--- config.mk ---
export PLATFORM = sky130hd
export DESIGN_NAME = uaf_uart
export DESIGN_NICKNAME = d
export VERILOG_FILES = /design/src/logic/uaf_pkg.sv /design/src/logic/uaf_uart.sv
export SDC_FILE = /design/constraint.sdc
export NUM_CORES = 1
export LEC_CHECK = 0
export BUFFER_PORTS_ARGS = -buffer_cell sky130_fd_sc_hd__clkbuf_2
export CELL_PAD_IN_SITES_DETAIL_PLACEMENT = 0
export CELL_PAD_IN_SITES_GLOBAL_PLACEMENT = 1
export CORE_ASPECT_RATIO = 0.9
export CORE_MARGIN = 2
export CORE_UTILIZATION = 41
export CTS_BUF_LIST = sky130_fd_sc_hd__clkbuf_16
export CTS_CLUSTER_DIAMETER = 120
export CTS_CLUSTER_SIZE = 24
export DETAILED_ROUTE_END_ITERATION = 10
export PLACE_DENSITY_LB_ADDON = 0.1
export SYNTH_ARGS = -nofsm -noshare
export SYNTH_HDL_FRONTEND = slang
export SYNTH_SLANG_ARGS = --single-unit
--- constraint.sdc ---
create_clock -name ref_clk -period 2.4 [get_ports ref_clk]
set_clock_uncertainty 0.05 [all_clocks]
set_input_delay 0.48 -clock ref_clk [delete_from_list [all_inputs] [get_ports ref_clk]]
set_output_delay 0.48 -clock ref_clk [all_outputs]
set_load 0.03 [all_outputs]
--- src/logic/uaf_pkg.sv ---
package uaf_pkg;
    // Register byte offsets on the AXI4-Lite bus
    localparam logic [7:0] OFS_CTRL = 8'h00;
    localparam logic [7:0] OFS_PWR = 8'h04;
    localparam logic [7:0] OFS_DATA = 8'h08;
    localparam logic [7:0] OFS_OWN = 8'h0C;
    localparam logic [7:0] OFS_MASK = 8'h10;
    localparam logic [7:0] OFS_CSEL = 8'h14;
    localparam logic [7:0] OFS_IST = 8'h18;
    localparam logic [7:0] OFS_IMSK = 8'h1C;
    // Serial control register bits
    localparam int CB_TOP = 7;
    localparam int CB_SM1 = 6;
    localparam int CB_MP = 5;
    localparam int CB_REN = 4;
    localparam int CB_TB8 = 3;
    localparam int CB_RB8 = 2;
    localparam int CB_TI = 1;
    localparam int CB_RI = 0;
    // Power control, clock select and interrupt bits
    localparam int PB_DBL = 7;
    localparam int PB_FCS = 6;
    localparam int SB_RXC = 0;
    localparam int SB_TXC = 1;
    localparam int IB_RX = 0;
    localparam int IB_TX = 1;
    localparam int IB_FE = 2;
    // Reset values
    localparam logic [7:0] ADDR_RST = 8'h00;
    localparam logic TXD_IDLE = 1'b1;
    // Modes, timing counts and bus response codes
    localparam logic [1:0] MODE0 = 2'h0;
    localparam logic [1:0] MODE2 = 2'h2;
    localparam logic [3:0] M0_LAST = 4'hB;
    localparam logic [3:0] M0_HALF = 4'h6;
    localparam logic [3:0] OS_MID = 4'h7;
    localparam logic [3:0] OS_LAST = 4'hF;
    localparam logic [3:0] BIT_LAST = 4'h7;
    localparam logic [3:0] FR_LEN8 = 4'hA;
    localparam logic [3:0] FR_LEN9 = 4'hB;
    localparam logic [3:0] FR_STOP = 4'h1;
    localparam logic [1:0] M2_DIV = 2'h3;
    localparam logic [1:0] M2_DIV_DBL = 2'h1;
    localparam logic [1:0] RESP_OK = 2'h0;
    localparam logic [1:0] RESP_ERR = 2'h2;

    typedef enum logic [2:0]
    {
        RX_IDLE = 3'h0, RX_START = 3'h1, RX_DATA = 3'h3,
        RX_NINE = 3'h2, RX_STOP = 3'h6, RX_SHIFT = 3'h4
    } uaf_rx_st_t;

    typedef enum logic [1:0]
    {
        TX_IDLE = 2'h0, TX_RUN = 2'h1, TX_STOP = 2'h3, TX_SHIFT = 2'h2
    } uaf_tx_st_t;

    typedef struct packed {
        logic awvalid;
        logic [7:0] awaddr;
        logic wvalid;
        logic [31:0] wdata;
        logic [3:0] wstrb;
        logic bready;
        logic arvalid;
        logic [7:0] araddr;
        logic rready;
    } uaf_axi_req_t;

    typedef struct packed {
        logic awready;
        logic wready;
        logic bvalid;
        logic [1:0] bresp;
        logic arready;
        logic rvalid;
        logic [31:0] rdata;
        logic [1:0] rresp;
    } uaf_axi_rsp_t;

    typedef struct packed {
        uaf_axi_rsp_t rsp;
        logic awh, wh, wst;
        logic [7:0] awa, wd;
        logic sm0, sm1, mp, ren, tb8, rb8, ti, ri, fe;
        logic dbl, fcs, rxc, txc;
        logic [7:0] own, msk, rbuf;
        logic [2:0] ist, imsk;
        logic t1h, rx_prev;
        logic [1:0] m2c;
        logic [3:0] m0c;
        uaf_rx_st_t rst;
        logic [3:0] rcnt, rbit;
        logic [7:0] rsh;
        logic r9;
        uaf_tx_st_t tst;
        logic [3:0] tcnt, tleft;
        logic [10:0] tsh;
        logic txd, dout, doe, irq;
    } uaf_st_t;
endpackage : uaf_pkg

--- src/logic/uaf_uart.sv ---
`timescale 1ns/1ps
module uaf_uart
    import uaf_pkg::*;
(
    input logic ref_clk,
    input logic arst_n,
    input uaf_axi_req_t axi_req,
    output uaf_axi_rsp_t axi_rsp,
    input logic rxd_in,
    input logic t1_ovf,
    input logic t2_ovf,
    output logic txd,
    output logic data_out,
    output logic data_oe,
    output logic irq
);
    uaf_st_t q;
    uaf_st_t n;
    logic [1:0] mode;
    logic m2t, t1t, rtk, ttk, m0e, rsamp;
    logic wr, rd, ctl_wr, fe_wr, txgo, fin, b9, stop_ok;
    logic [7:0] wv, rv;

    // Baud tick of one direction; mode 2 uses the fixed divider
    function automatic logic btick(input logic [1:0] md, input logic sel,
                                   input logic m2, input logic t1,
                                   input logic t2);
        if (md == MODE2)
        begin
            return m2;
        end
        return sel ? t2 : t1;
    endfunction : btick

    // Given or broadcast address match
    function automatic logic hit(input logic [7:0] a, input logic [7:0] own,
                                 input logic [7:0] msk);
        logic [7:0] bc;
        bc = own | msk;
        return (((a ^ own) & msk) == ADDR_RST)
            || (((a ^ bc) & bc) == ADDR_RST);
    endfunction : hit

    // Offset lies on the register map
    function automatic logic mapped(input logic [7:0] a);
        return (a <= OFS_IMSK) && (a[1:0] == 2'h0);
    endfunction : mapped

    assign axi_rsp = q.rsp;
    assign txd = q.txd;
    assign data_out = q.dout;
    assign data_oe = q.doe;
    assign irq = q.irq;

    // Next-state logic for the whole block
    always_comb
    begin
        n = q;
        mode = {q.sm0, q.sm1};
        wv = q.wd;
        rv = 8'h00;
        fin = 1'b0;
        b9 = 1'b0;
        stop_ok = 1'b1;
        // Baud ticks, independent per direction except in mode 2
        m2t = (q.m2c == (q.dbl ? M2_DIV_DBL : M2_DIV));
        n.m2c = m2t ? 2'h0 : q.m2c + 2'h1;
        if (t1_ovf)
        begin
            n.t1h = ~q.t1h;
        end
        t1t = t1_ovf & (q.dbl | q.t1h);
        rtk = btick(mode, q.rxc, m2t, t1t, t2_ovf);
        ttk = btick(mode, q.txc, m2t, t1t, t2_ovf);
        m0e = (q.m0c == M0_LAST);
        n.m0c = m0e ? 4'h0 : q.m0c + 4'h1;
        // Bus channel bookkeeping
        if (q.rsp.bvalid && axi_req.bready)
        begin
            n.rsp.bvalid = 1'b0;
        end
        if (q.rsp.rvalid && axi_req.rready)
        begin
            n.rsp.rvalid = 1'b0;
        end
        if (axi_req.awvalid && q.rsp.awready)
        begin
            n.awh = 1'b1;
            n.awa = axi_req.awaddr;
        end
        if (axi_req.wvalid && q.rsp.wready)
        begin
            n.wh = 1'b1;
            n.wd = axi_req.wdata[7:0];
            n.wst = axi_req.wstrb[0];
        end
        wr = q.awh && q.wh && !q.rsp.bvalid;
        rd = axi_req.arvalid && q.rsp.arready;
        ctl_wr = wr && q.wst && (q.awa == OFS_CTRL);
        fe_wr = ctl_wr && q.fcs;
        txgo = wr && q.wst && (q.awa == OFS_DATA);
        // Software writes; hardware sets below override clears
        if (wr)
        begin
            n.awh = 1'b0;
            n.wh = 1'b0;
            n.rsp.bvalid = 1'b1;
            n.rsp.bresp = mapped(q.awa) ? RESP_OK : RESP_ERR;
            if (q.wst)
            begin
                case (q.awa)
                    OFS_CTRL:
                    begin
                        if (q.fcs)
                        begin
                            n.fe = wv[CB_TOP];
                        end
                        else
                        begin
                            n.sm0 = wv[CB_TOP];
                        end
                        n.sm1 = wv[CB_SM1];
                        n.mp = wv[CB_MP];
                        n.ren = wv[CB_REN];
                        n.tb8 = wv[CB_TB8];
                        n.rb8 = wv[CB_RB8];
                        n.ti = wv[CB_TI];
                        n.ri = wv[CB_RI];
                    end
                    OFS_PWR:
                    begin
                        n.dbl = wv[PB_DBL];
                        n.fcs = wv[PB_FCS];
                    end
                    OFS_OWN: n.own = wv;
                    OFS_MASK: n.msk = wv;
                    OFS_CSEL:
                    begin
                        n.rxc = wv[SB_RXC];
                        n.txc = wv[SB_TXC];
                    end
                    OFS_IMSK: n.imsk = wv[2:0];
                    default: n.own = q.own;
                endcase
            end
        end
        // Register reads; status is cleared by its read
        if (rd)
        begin
            case (axi_req.araddr)
                OFS_CTRL:
                begin
                    rv[CB_TOP] = q.fcs ? q.fe : q.sm0;
                    rv[CB_SM1] = q.sm1;
                    rv[CB_MP] = q.mp;
                    rv[CB_REN] = q.ren;
                    rv[CB_TB8] = q.tb8;
                    rv[CB_RB8] = q.rb8;
                    rv[CB_TI] = q.ti;
                    rv[CB_RI] = q.ri;
                end
                OFS_PWR:
                begin
                    rv[PB_DBL] = q.dbl;
                    rv[PB_FCS] = q.fcs;
                end
                OFS_DATA: rv = q.rbuf;
                OFS_OWN: rv = q.own;
                OFS_MASK: rv = q.msk;
                OFS_CSEL:
                begin
                    rv[SB_RXC] = q.rxc;
                    rv[SB_TXC] = q.txc;
                end
                OFS_IST:
                begin
                    rv[2:0] = q.ist;
                    n.ist = 3'h0;
                end
                OFS_IMSK: rv[2:0] = q.imsk;
                default: rv = 8'h00;
            endcase
            n.rsp.rvalid = 1'b1;
            n.rsp.rdata = {24'h000000, rv};
            n.rsp.rresp = mapped(axi_req.araddr) ? RESP_OK : RESP_ERR;
        end
        // Transmitter; a data write while busy is dropped
        case (q.tst)
            TX_IDLE:
            begin
                if (txgo && mode == MODE0 && q.rst != RX_SHIFT)
                begin
                    n.tst = TX_SHIFT;
                    n.m0c = 4'h0;
                    n.doe = 1'b1;
                    n.dout = wv[0];
                    n.tsh = {4'h0, wv[7:1]};
                    n.tleft = BIT_LAST;
                end
                else if (txgo && mode != MODE0)
                begin
                    n.tst = TX_RUN;
                    n.tcnt = 4'h0;
                    n.tsh = q.sm0 ? {1'b1, q.tb8, wv, 1'b0}
                                  : {2'h3, wv, 1'b0};
                    n.tleft = q.sm0 ? FR_LEN9 : FR_LEN8;
                end
            end
            TX_RUN:
            begin
                if (ttk)
                begin
                    n.tcnt = q.tcnt + 4'h1;
                    if (q.tcnt == 4'h0)
                    begin
                        n.txd = q.tsh[0];
                        n.tsh = q.tsh >> 1;
                        n.tleft = q.tleft - 4'h1;
                        if (q.tleft == FR_STOP)
                        begin
                            n.tst = TX_STOP;
                            n.ti = 1'b1;
                            n.ist[IB_TX] = 1'b1;
                        end
                    end
                end
            end
            TX_STOP:
            begin
                if (ttk)
                begin
                    n.tcnt = q.tcnt + 4'h1;
                    if (q.tcnt == OS_LAST)
                    begin
                        n.tst = TX_IDLE;
                    end
                end
            end
            TX_SHIFT:
            begin
                if (m0e && q.tleft == 4'h0)
                begin
                    n.tst = TX_IDLE;
                    n.doe = 1'b0;
                    n.ti = 1'b1;
                    n.ist[IB_TX] = 1'b1;
                end
                else if (m0e)
                begin
                    n.dout = q.tsh[0];
                    n.tsh = q.tsh >> 1;
                    n.tleft = q.tleft - 4'h1;
                end
            end
            default: n.tst = TX_IDLE;
        endcase
        // Receiver, sampling at mid bit on the sixteen-times tick in modes 1 to 3
        n.rx_prev = rxd_in;
        if (rtk)
        begin
            n.rcnt = q.rcnt + 4'h1;
        end
        rsamp = rtk && (q.rcnt == OS_LAST);
        case (q.rst)
            RX_IDLE:
            begin
                if (q.ren && mode == MODE0 && !q.ri && q.tst == TX_IDLE)
                begin
                    n.rst = RX_SHIFT;
                    n.m0c = 4'h0;
                    n.rbit = 4'h0;
                end
                else if (q.ren && mode != MODE0 && q.rx_prev && !rxd_in)
                begin
                    n.rst = RX_START;
                    n.rcnt = 4'h0;
                end
            end
            RX_START:
            begin
                if (rtk && q.rcnt == OS_MID)
                begin
                    n.rst = rxd_in ? RX_IDLE : RX_DATA;
                    n.rcnt = 4'h0;
                    n.rbit = 4'h0;
                end
            end
            RX_DATA:
            begin
                if (rsamp)
                begin
                    n.rsh = {rxd_in, q.rsh[7:1]};
                    n.rbit = q.rbit + 4'h1;
                    if (q.rbit == BIT_LAST)
                    begin
                        n.rst = q.sm0 ? RX_NINE : RX_STOP;
                    end
                end
            end
            RX_NINE:
            begin
                if (rsamp)
                begin
                    n.r9 = rxd_in;
                    n.rst = q.fcs ? RX_STOP : RX_IDLE;
                    fin = !q.fcs;
                    b9 = rxd_in;
                end
            end
            RX_STOP:
            begin
                if (rsamp)
                begin
                    n.rst = RX_IDLE;
                    fin = 1'b1;
                    stop_ok = rxd_in;
                    b9 = q.sm0 ? q.r9 : rxd_in;
                    if (q.fcs && !rxd_in)
                    begin
                        n.fe = 1'b1;
                        n.ist[IB_FE] = 1'b1;
                    end
                end
            end
            RX_SHIFT:
            begin
                if (m0e)
                begin
                    n.rsh = {rxd_in, q.rsh[7:1]};
                    n.rbit = q.rbit + 4'h1;
                    if (q.rbit == BIT_LAST)
                    begin
                        n.rst = RX_IDLE;
                        n.rbuf = {rxd_in, q.rsh[7:1]};
                        n.ri = 1'b1;
                        n.ist[IB_RX] = 1'b1;
                    end
                end
            end
            default: n.rst = RX_IDLE;
        endcase
        // Frame acceptance with address filtering
        if (fin && !q.ri)
        begin
            if (!q.mp || (b9 && stop_ok && hit(q.rsh, q.own, q.msk)))
            begin
                n.rbuf = q.rsh;
                n.rb8 = b9;
                n.ri = 1'b1;
                n.ist[IB_RX] = 1'b1;
            end
        end
        // Shift clock on txd while mode 0 shifts
        if (n.tst == TX_SHIFT || n.rst == RX_SHIFT)
        begin
            n.txd = (n.m0c >= M0_HALF);
        end
        else if (mode == MODE0)
        begin
            n.txd = TXD_IDLE;
        end
        n.rsp.awready = !n.awh;
        n.rsp.wready = !n.wh;
        n.rsp.arready = !n.rsp.rvalid;
        n.irq = |(n.ist & n.imsk);
    end

    // State register; reset leaves both addresses at zero
    always_ff @(posedge ref_clk or negedge arst_n)
    begin
        if (!arst_n)
        begin
            q <= '0;
            q.txd <= TXD_IDLE;
            q.rx_prev <= TXD_IDLE;
        end
        else
        begin
            q <= n;
        end
    end

    a_fe_sticky: assert property (@(posedge ref_clk) disable iff (!arst_n)
        q.fe && !fe_wr |=> q.fe)
        else $error("framing error flag dropped without software");
    a_fe_gate: assert property (@(posedge ref_clk) disable iff (!arst_n)
        $rose(q.fe) && !$past(fe_wr) |-> $past(q.fcs))
        else $error("framing error set while checks off");
    a_fe_cause: assert property (@(posedge ref_clk) disable iff (!arst_n)
        $rose(q.fe) && !$past(fe_wr)
        |-> $past(q.rst) == RX_STOP && !$past(rxd_in))
        else $error("framing error without a low stop bit");
    a_ri_at_stop: assert property (@(posedge ref_clk) disable iff (!arst_n)
        $rose(q.ri) && !$past(ctl_wr) && $past(q.fcs) && q.sm0
        |-> $past(q.rst) == RX_STOP)
        else $error("receive done not at stop bit");
    a_addr_filter: assert property (@(posedge ref_clk) disable iff (!arst_n)
        $rose(q.ri) && !$past(ctl_wr) && $past(q.mp) && mode != MODE0
        |-> q.rb8 && hit(q.rbuf, q.own, q.msk))
        else $error("unmatched command frame accepted");
    a_mode1_stop: assert property (@(posedge ref_clk) disable iff (!arst_n)
        $rose(q.ri) && !$past(ctl_wr) && $past(q.mp) && mode == 2'h1
        |-> $past(rxd_in))
        else $error("mode 1 address accepted with bad stop");
    a_mode0_nofilt: assert property (@(posedge ref_clk) disable iff (!arst_n)
        q.rst == RX_SHIFT && m0e && q.rbit == BIT_LAST
        |=> q.ri && q.rst == RX_IDLE)
        else $error("mode 0 byte not delivered");
    a_tx_tick: assert property (@(posedge ref_clk) disable iff (!arst_n)
        q.tst == TX_RUN && !ttk |=> $stable(q.tcnt))
        else $error("transmitter moved without its tick");
    a_rx_tick: assert property (@(posedge ref_clk) disable iff (!arst_n)
        q.rst == RX_DATA && !rtk |=> $stable(q.rcnt))
        else $error("receiver moved without its tick");
    a_ti_stop: assert property (@(posedge ref_clk) disable iff (!arst_n)
        $rose(q.ti) && !$past(ctl_wr) && mode != MODE0
        |-> q.tst == TX_STOP && q.txd)
        else $error("transmit done not at stop bit");
endmodule : uaf_uart

==> impl_metrics.env <==
export IMPL_status="complete, but fails checks"
export IMPL_violations="setup timing"
export IMPL_drc=0
export IMPL_p_sw_w=0.00292
export IMPL_die_area_sq_um=18200
export IMPL_p_int_w=0.00507
export IMPL_die_h_um=128
export IMPL_seqPwrFrac=0.392
export IMPL_num_rows=45
export IMPL_required_ns=2.69
export IMPL_leakage_nw=4.00
export IMPL_setup_viol=5
export IMPL_cts_htree_levels=4
export IMPL_antenna_found_initial=0
export IMPL_synth_cell_type_count=66
export IMPL_final_min_clock_period_ns=2.50
export IMPL_worst_slack_ns=-0.0974
export IMPL_p_per_area_nw_per_um2=933
export IMPL_dp_hpwl_um=12800
export IMPL_synth_cell_area_sq_um=7030
export IMPL_async_flop_share=1.00
export IMPL_place_congestion=0.840
export IMPL_power_frac_clock=0.299
export IMPL_cts_buffer_depth=2
export IMPL_fmax_mhz=400
export IMPL_maxCapViolCount=0
export IMPL_min_period_over_period=1.04
export IMPL_crit_path_start_kind="flop"
export IMPL_synth_edff_count=0
export IMPL_ir_worst_vdd_mv=0.464
export IMPL_synth_seq_cells=130
export IMPL_ys_flop_type="dfrtp_1"
export IMPL_ys_seq_area_frac=0.463
export IMPL_maxSlewHeadroom=0.662
export IMPL_die_w_um=142
export IMPL_clk_pin_slew_ns=0.06
export IMPL_endpoint_kind="flop"
export IMPL_clk_latency_ns=0.43
export IMPL_drt_initial_drc_count=323
export IMPL_gr_total_overflow=0
export IMPL_clock_root_buffer="clkbuf_16"
export IMPL_grt_max_degree=67
export IMPL_hold_violations=0
export IMPL_ant_nets=0
export IMPL_viasPerCell=5.37
export IMPL_vias=5381
export IMPL_postCtsHoldBufs=0
export IMPL_netlist_instances=667
export IMPL_rsz0062_at_grt="yes"
export IMPL_worst_slew_pin_slew_ns=0.506
export IMPL_nets=853
export IMPL_drive_gt1_frac=0.353
export IMPL_sw_frac_of_total=0.365
export IMPL_grt_usage=0.201
export IMPL_cp_max_fo=5
export IMPL_area_growth_pct=21.7
export IMPL_setup_tns_ns=-0.274
export IMPL_drv_slew=0
export IMPL_clock_sinks=130
export IMPL_grt_pass1_vias=5363
export IMPL_min_path_type="in2async"
export IMPL_cp_arrival_ns=2.79
export IMPL_avgSynthCellArea_sq_um=10.5
export IMPL_grt_pass1_wl_um=28400
export IMPL_worstSetupPathType="reg2reg"
export IMPL_io_buffer_count=53
export IMPL_initial_core_util=0.418
export IMPL_wire_per_inst_um=17.5
export IMPL_pre_cts_slack_ns=-0.173
export IMPL_first_pass_iters=5
export IMPL_power_frac_comb=0.308
export IMPL_coreArea_sq_um=16800
export IMPL_cts_tree="built"
export IMPL_yosysWarningCount=0
export IMPL_wirelength_um=17600
export IMPL_antenna_cells=0
export IMPL_cts_inserted_buffers=17
export IMPL_io_pins=107
critical path, stage by stage (launching register included):
cell and delay [ns]:
dfrtp_1 0.38, or4_4 0.54, or4_4 0.49, nand2b_4 0.18, a21o_1 0.16, or4_4 0.42
mux2i_1 0.18
sequential cells by signal, indices dropped and copies added, names as in the netlist:
signal	cells
q	101
data_oe	1
wv	8
irq	1
txd	1
axi_rsp	15
data_out	1
mode	2
layout by cell type (no fill, tap or decap), types with 6 or more instances in the layout:
master / synthesis / routed
conb_1: 1 / 26
a22o_1: 15 / 15
nand2_1: 52 / 52
buf_6: 1 / 8
o21ai_1: 1 / 14
xor2_1: 12 / 12
clkbuf_16: 0 / 17
clkbuf_2: 0 / 52
mux2_2: 82 / 81
a21oi_1: 31 / 29
nor3_1: 10 / 10
ha_1: 13 / 13
buf_4: 41 / 66
a31oi_1: 6 / 6
dfrtp_1: 128 / 128
nand3_1: 11 / 11
inv_1: 27 / 27
o31ai_1: 6 / 6
a22oi_1: 12 / 12
nor2_1: 36 / 35
o21ai_0: 49 / 34
power by group through the flow:
| stage | logic (W) | registers (W) | clock network (W) |
|---|---|---|---|
| 2_1_floorplan | 0.00154 | 0.00299 | 0 |
| 3_3_place_gp | 0.00219 | 0.00313 | 0 |
| 3_5_place_dp | 0.00224 | 0.00316 | 0 |
| 4_1_cts | 0.00233 | 0.00312 | 0.00245 |
| 5_1_grt | 0.00272 | 0.00320 | 0.00256 |
| 6_report | 0.00246 | 0.00313 | 0.00239 |
metal layers:
metal  wire length (um)  global-route usage
met2               8140               0.309
met3                702              0.0501
met1               8570               0.286
met5                  0                   0
met4                147              0.0488
through the flow:
| step | util | hold WS [ns] | std cells | total power [W] | instance area, sq um |
|---|---|---|---|---|---|
| floorplan | - | 0.134 | 692 | 0.00453 | 7130 |
| global placement | 0.462 | 0.403 | 957 | 0.00532 | 7780 |
| detailed placement | 0.462 | 0.406 | 957 | 0.00540 | 7780 |
| CTS | 0.499 | 0.0438 | 994 | 0.00790 | 8400 |
| global route | 0.508 | 0.0486 | 1002 | 0.00848 | 8560 |
| finish | 0.508 | 0.0163 | 1002 | 0.00799 | 8560 |
repair_timing:
item | in CTS | in global routing
setup buffers | 5 | 7
pin swaps | 5 | 8
setup endpoints to repair | 17 | 39
cloned | 0 | 1
resized for setup | 15 | 34
final cells by class:
cell class | count | area [sq um]
Fill cell | 1529 | 8280
Multi-Input combinational cell | 473 | 3480
Sequential cell | 130 | 3260
Timing Repair Buffer | 129 | 906
Clock buffer | 17 | 425
Tap cell | 211 | 264
Clock inverter | 15 | 123
Inverter | 27 | 101
worst paths after layout:
check,start,to,slack (ns),depth (start not counted)
min in group ref_clk,axi_req[10],axi_rsp[38],0.19,2
worst min register to register,q[52],q[52],0.42,1
max in group asynchronous,arst_n,txd,1.96,2
worst max register to register,q[111],q[19],-0.1,6
worst min-delay path,arst_n,q[41],0.02,2
worst max-delay path,q[111],q[19],-0.1,6
Yosys cell counts (all sizes together), types with 4 or more instances:
master | number | area (sq um)
a22o | 15 | 131
nor3 | 13 | 80.1
nand4b | 4 | 35.0
nand2b | 5 | 38.8
ha | 13 | 163
a21oi | 31 | 155
nor4 | 4 | 25.0
clkbuf | 18 | 67.6
or4 | 5 | 48.8
a31oi | 6 | 37.5
o31ai | 6 | 45.0
nor2 | 37 | 146
o21bai | 4 | 30.0
or2 | 4 | 25.0
buf | 44 | 329
nor3b | 4 | 30.0
o21ai | 51 | 259
dfrtp | 128 | 3200
inv | 27 | 101
nand3 | 11 | 55.1
xor2 | 12 | 105
nand2 | 52 | 195
a22oi | 12 | 90.1
mux2 | 82 | 923
o22ai | 5 | 31.3
nand3b | 4 | 30.0
a21o | 4 | 30.0
and2 | 5 | 31.3
nand4 | 4 | 25.0
mux2i | 5 | 50.1
nor2b | 4 | 25.0
logic make-up (layout without fill, tap and decap cells):
group | after synthesis | in the layout | synth area share
other | 1 | 26 | 0.000533
muxes | 90 | 90 | 0.148
and+or+nand+nor | 165 | 165 | 0.123
xor gates and xnor gates | 15 | 15 | 0.0187
AOI/OAI and AO/OA | 164 | 164 | 0.153
DFF | 130 | 130 | 0.463
buffers and inverters | 89 | 188 | 0.0708
adders and majority gates | 13 | 13 | 0.0231
(Power assumes the default switching activity.)
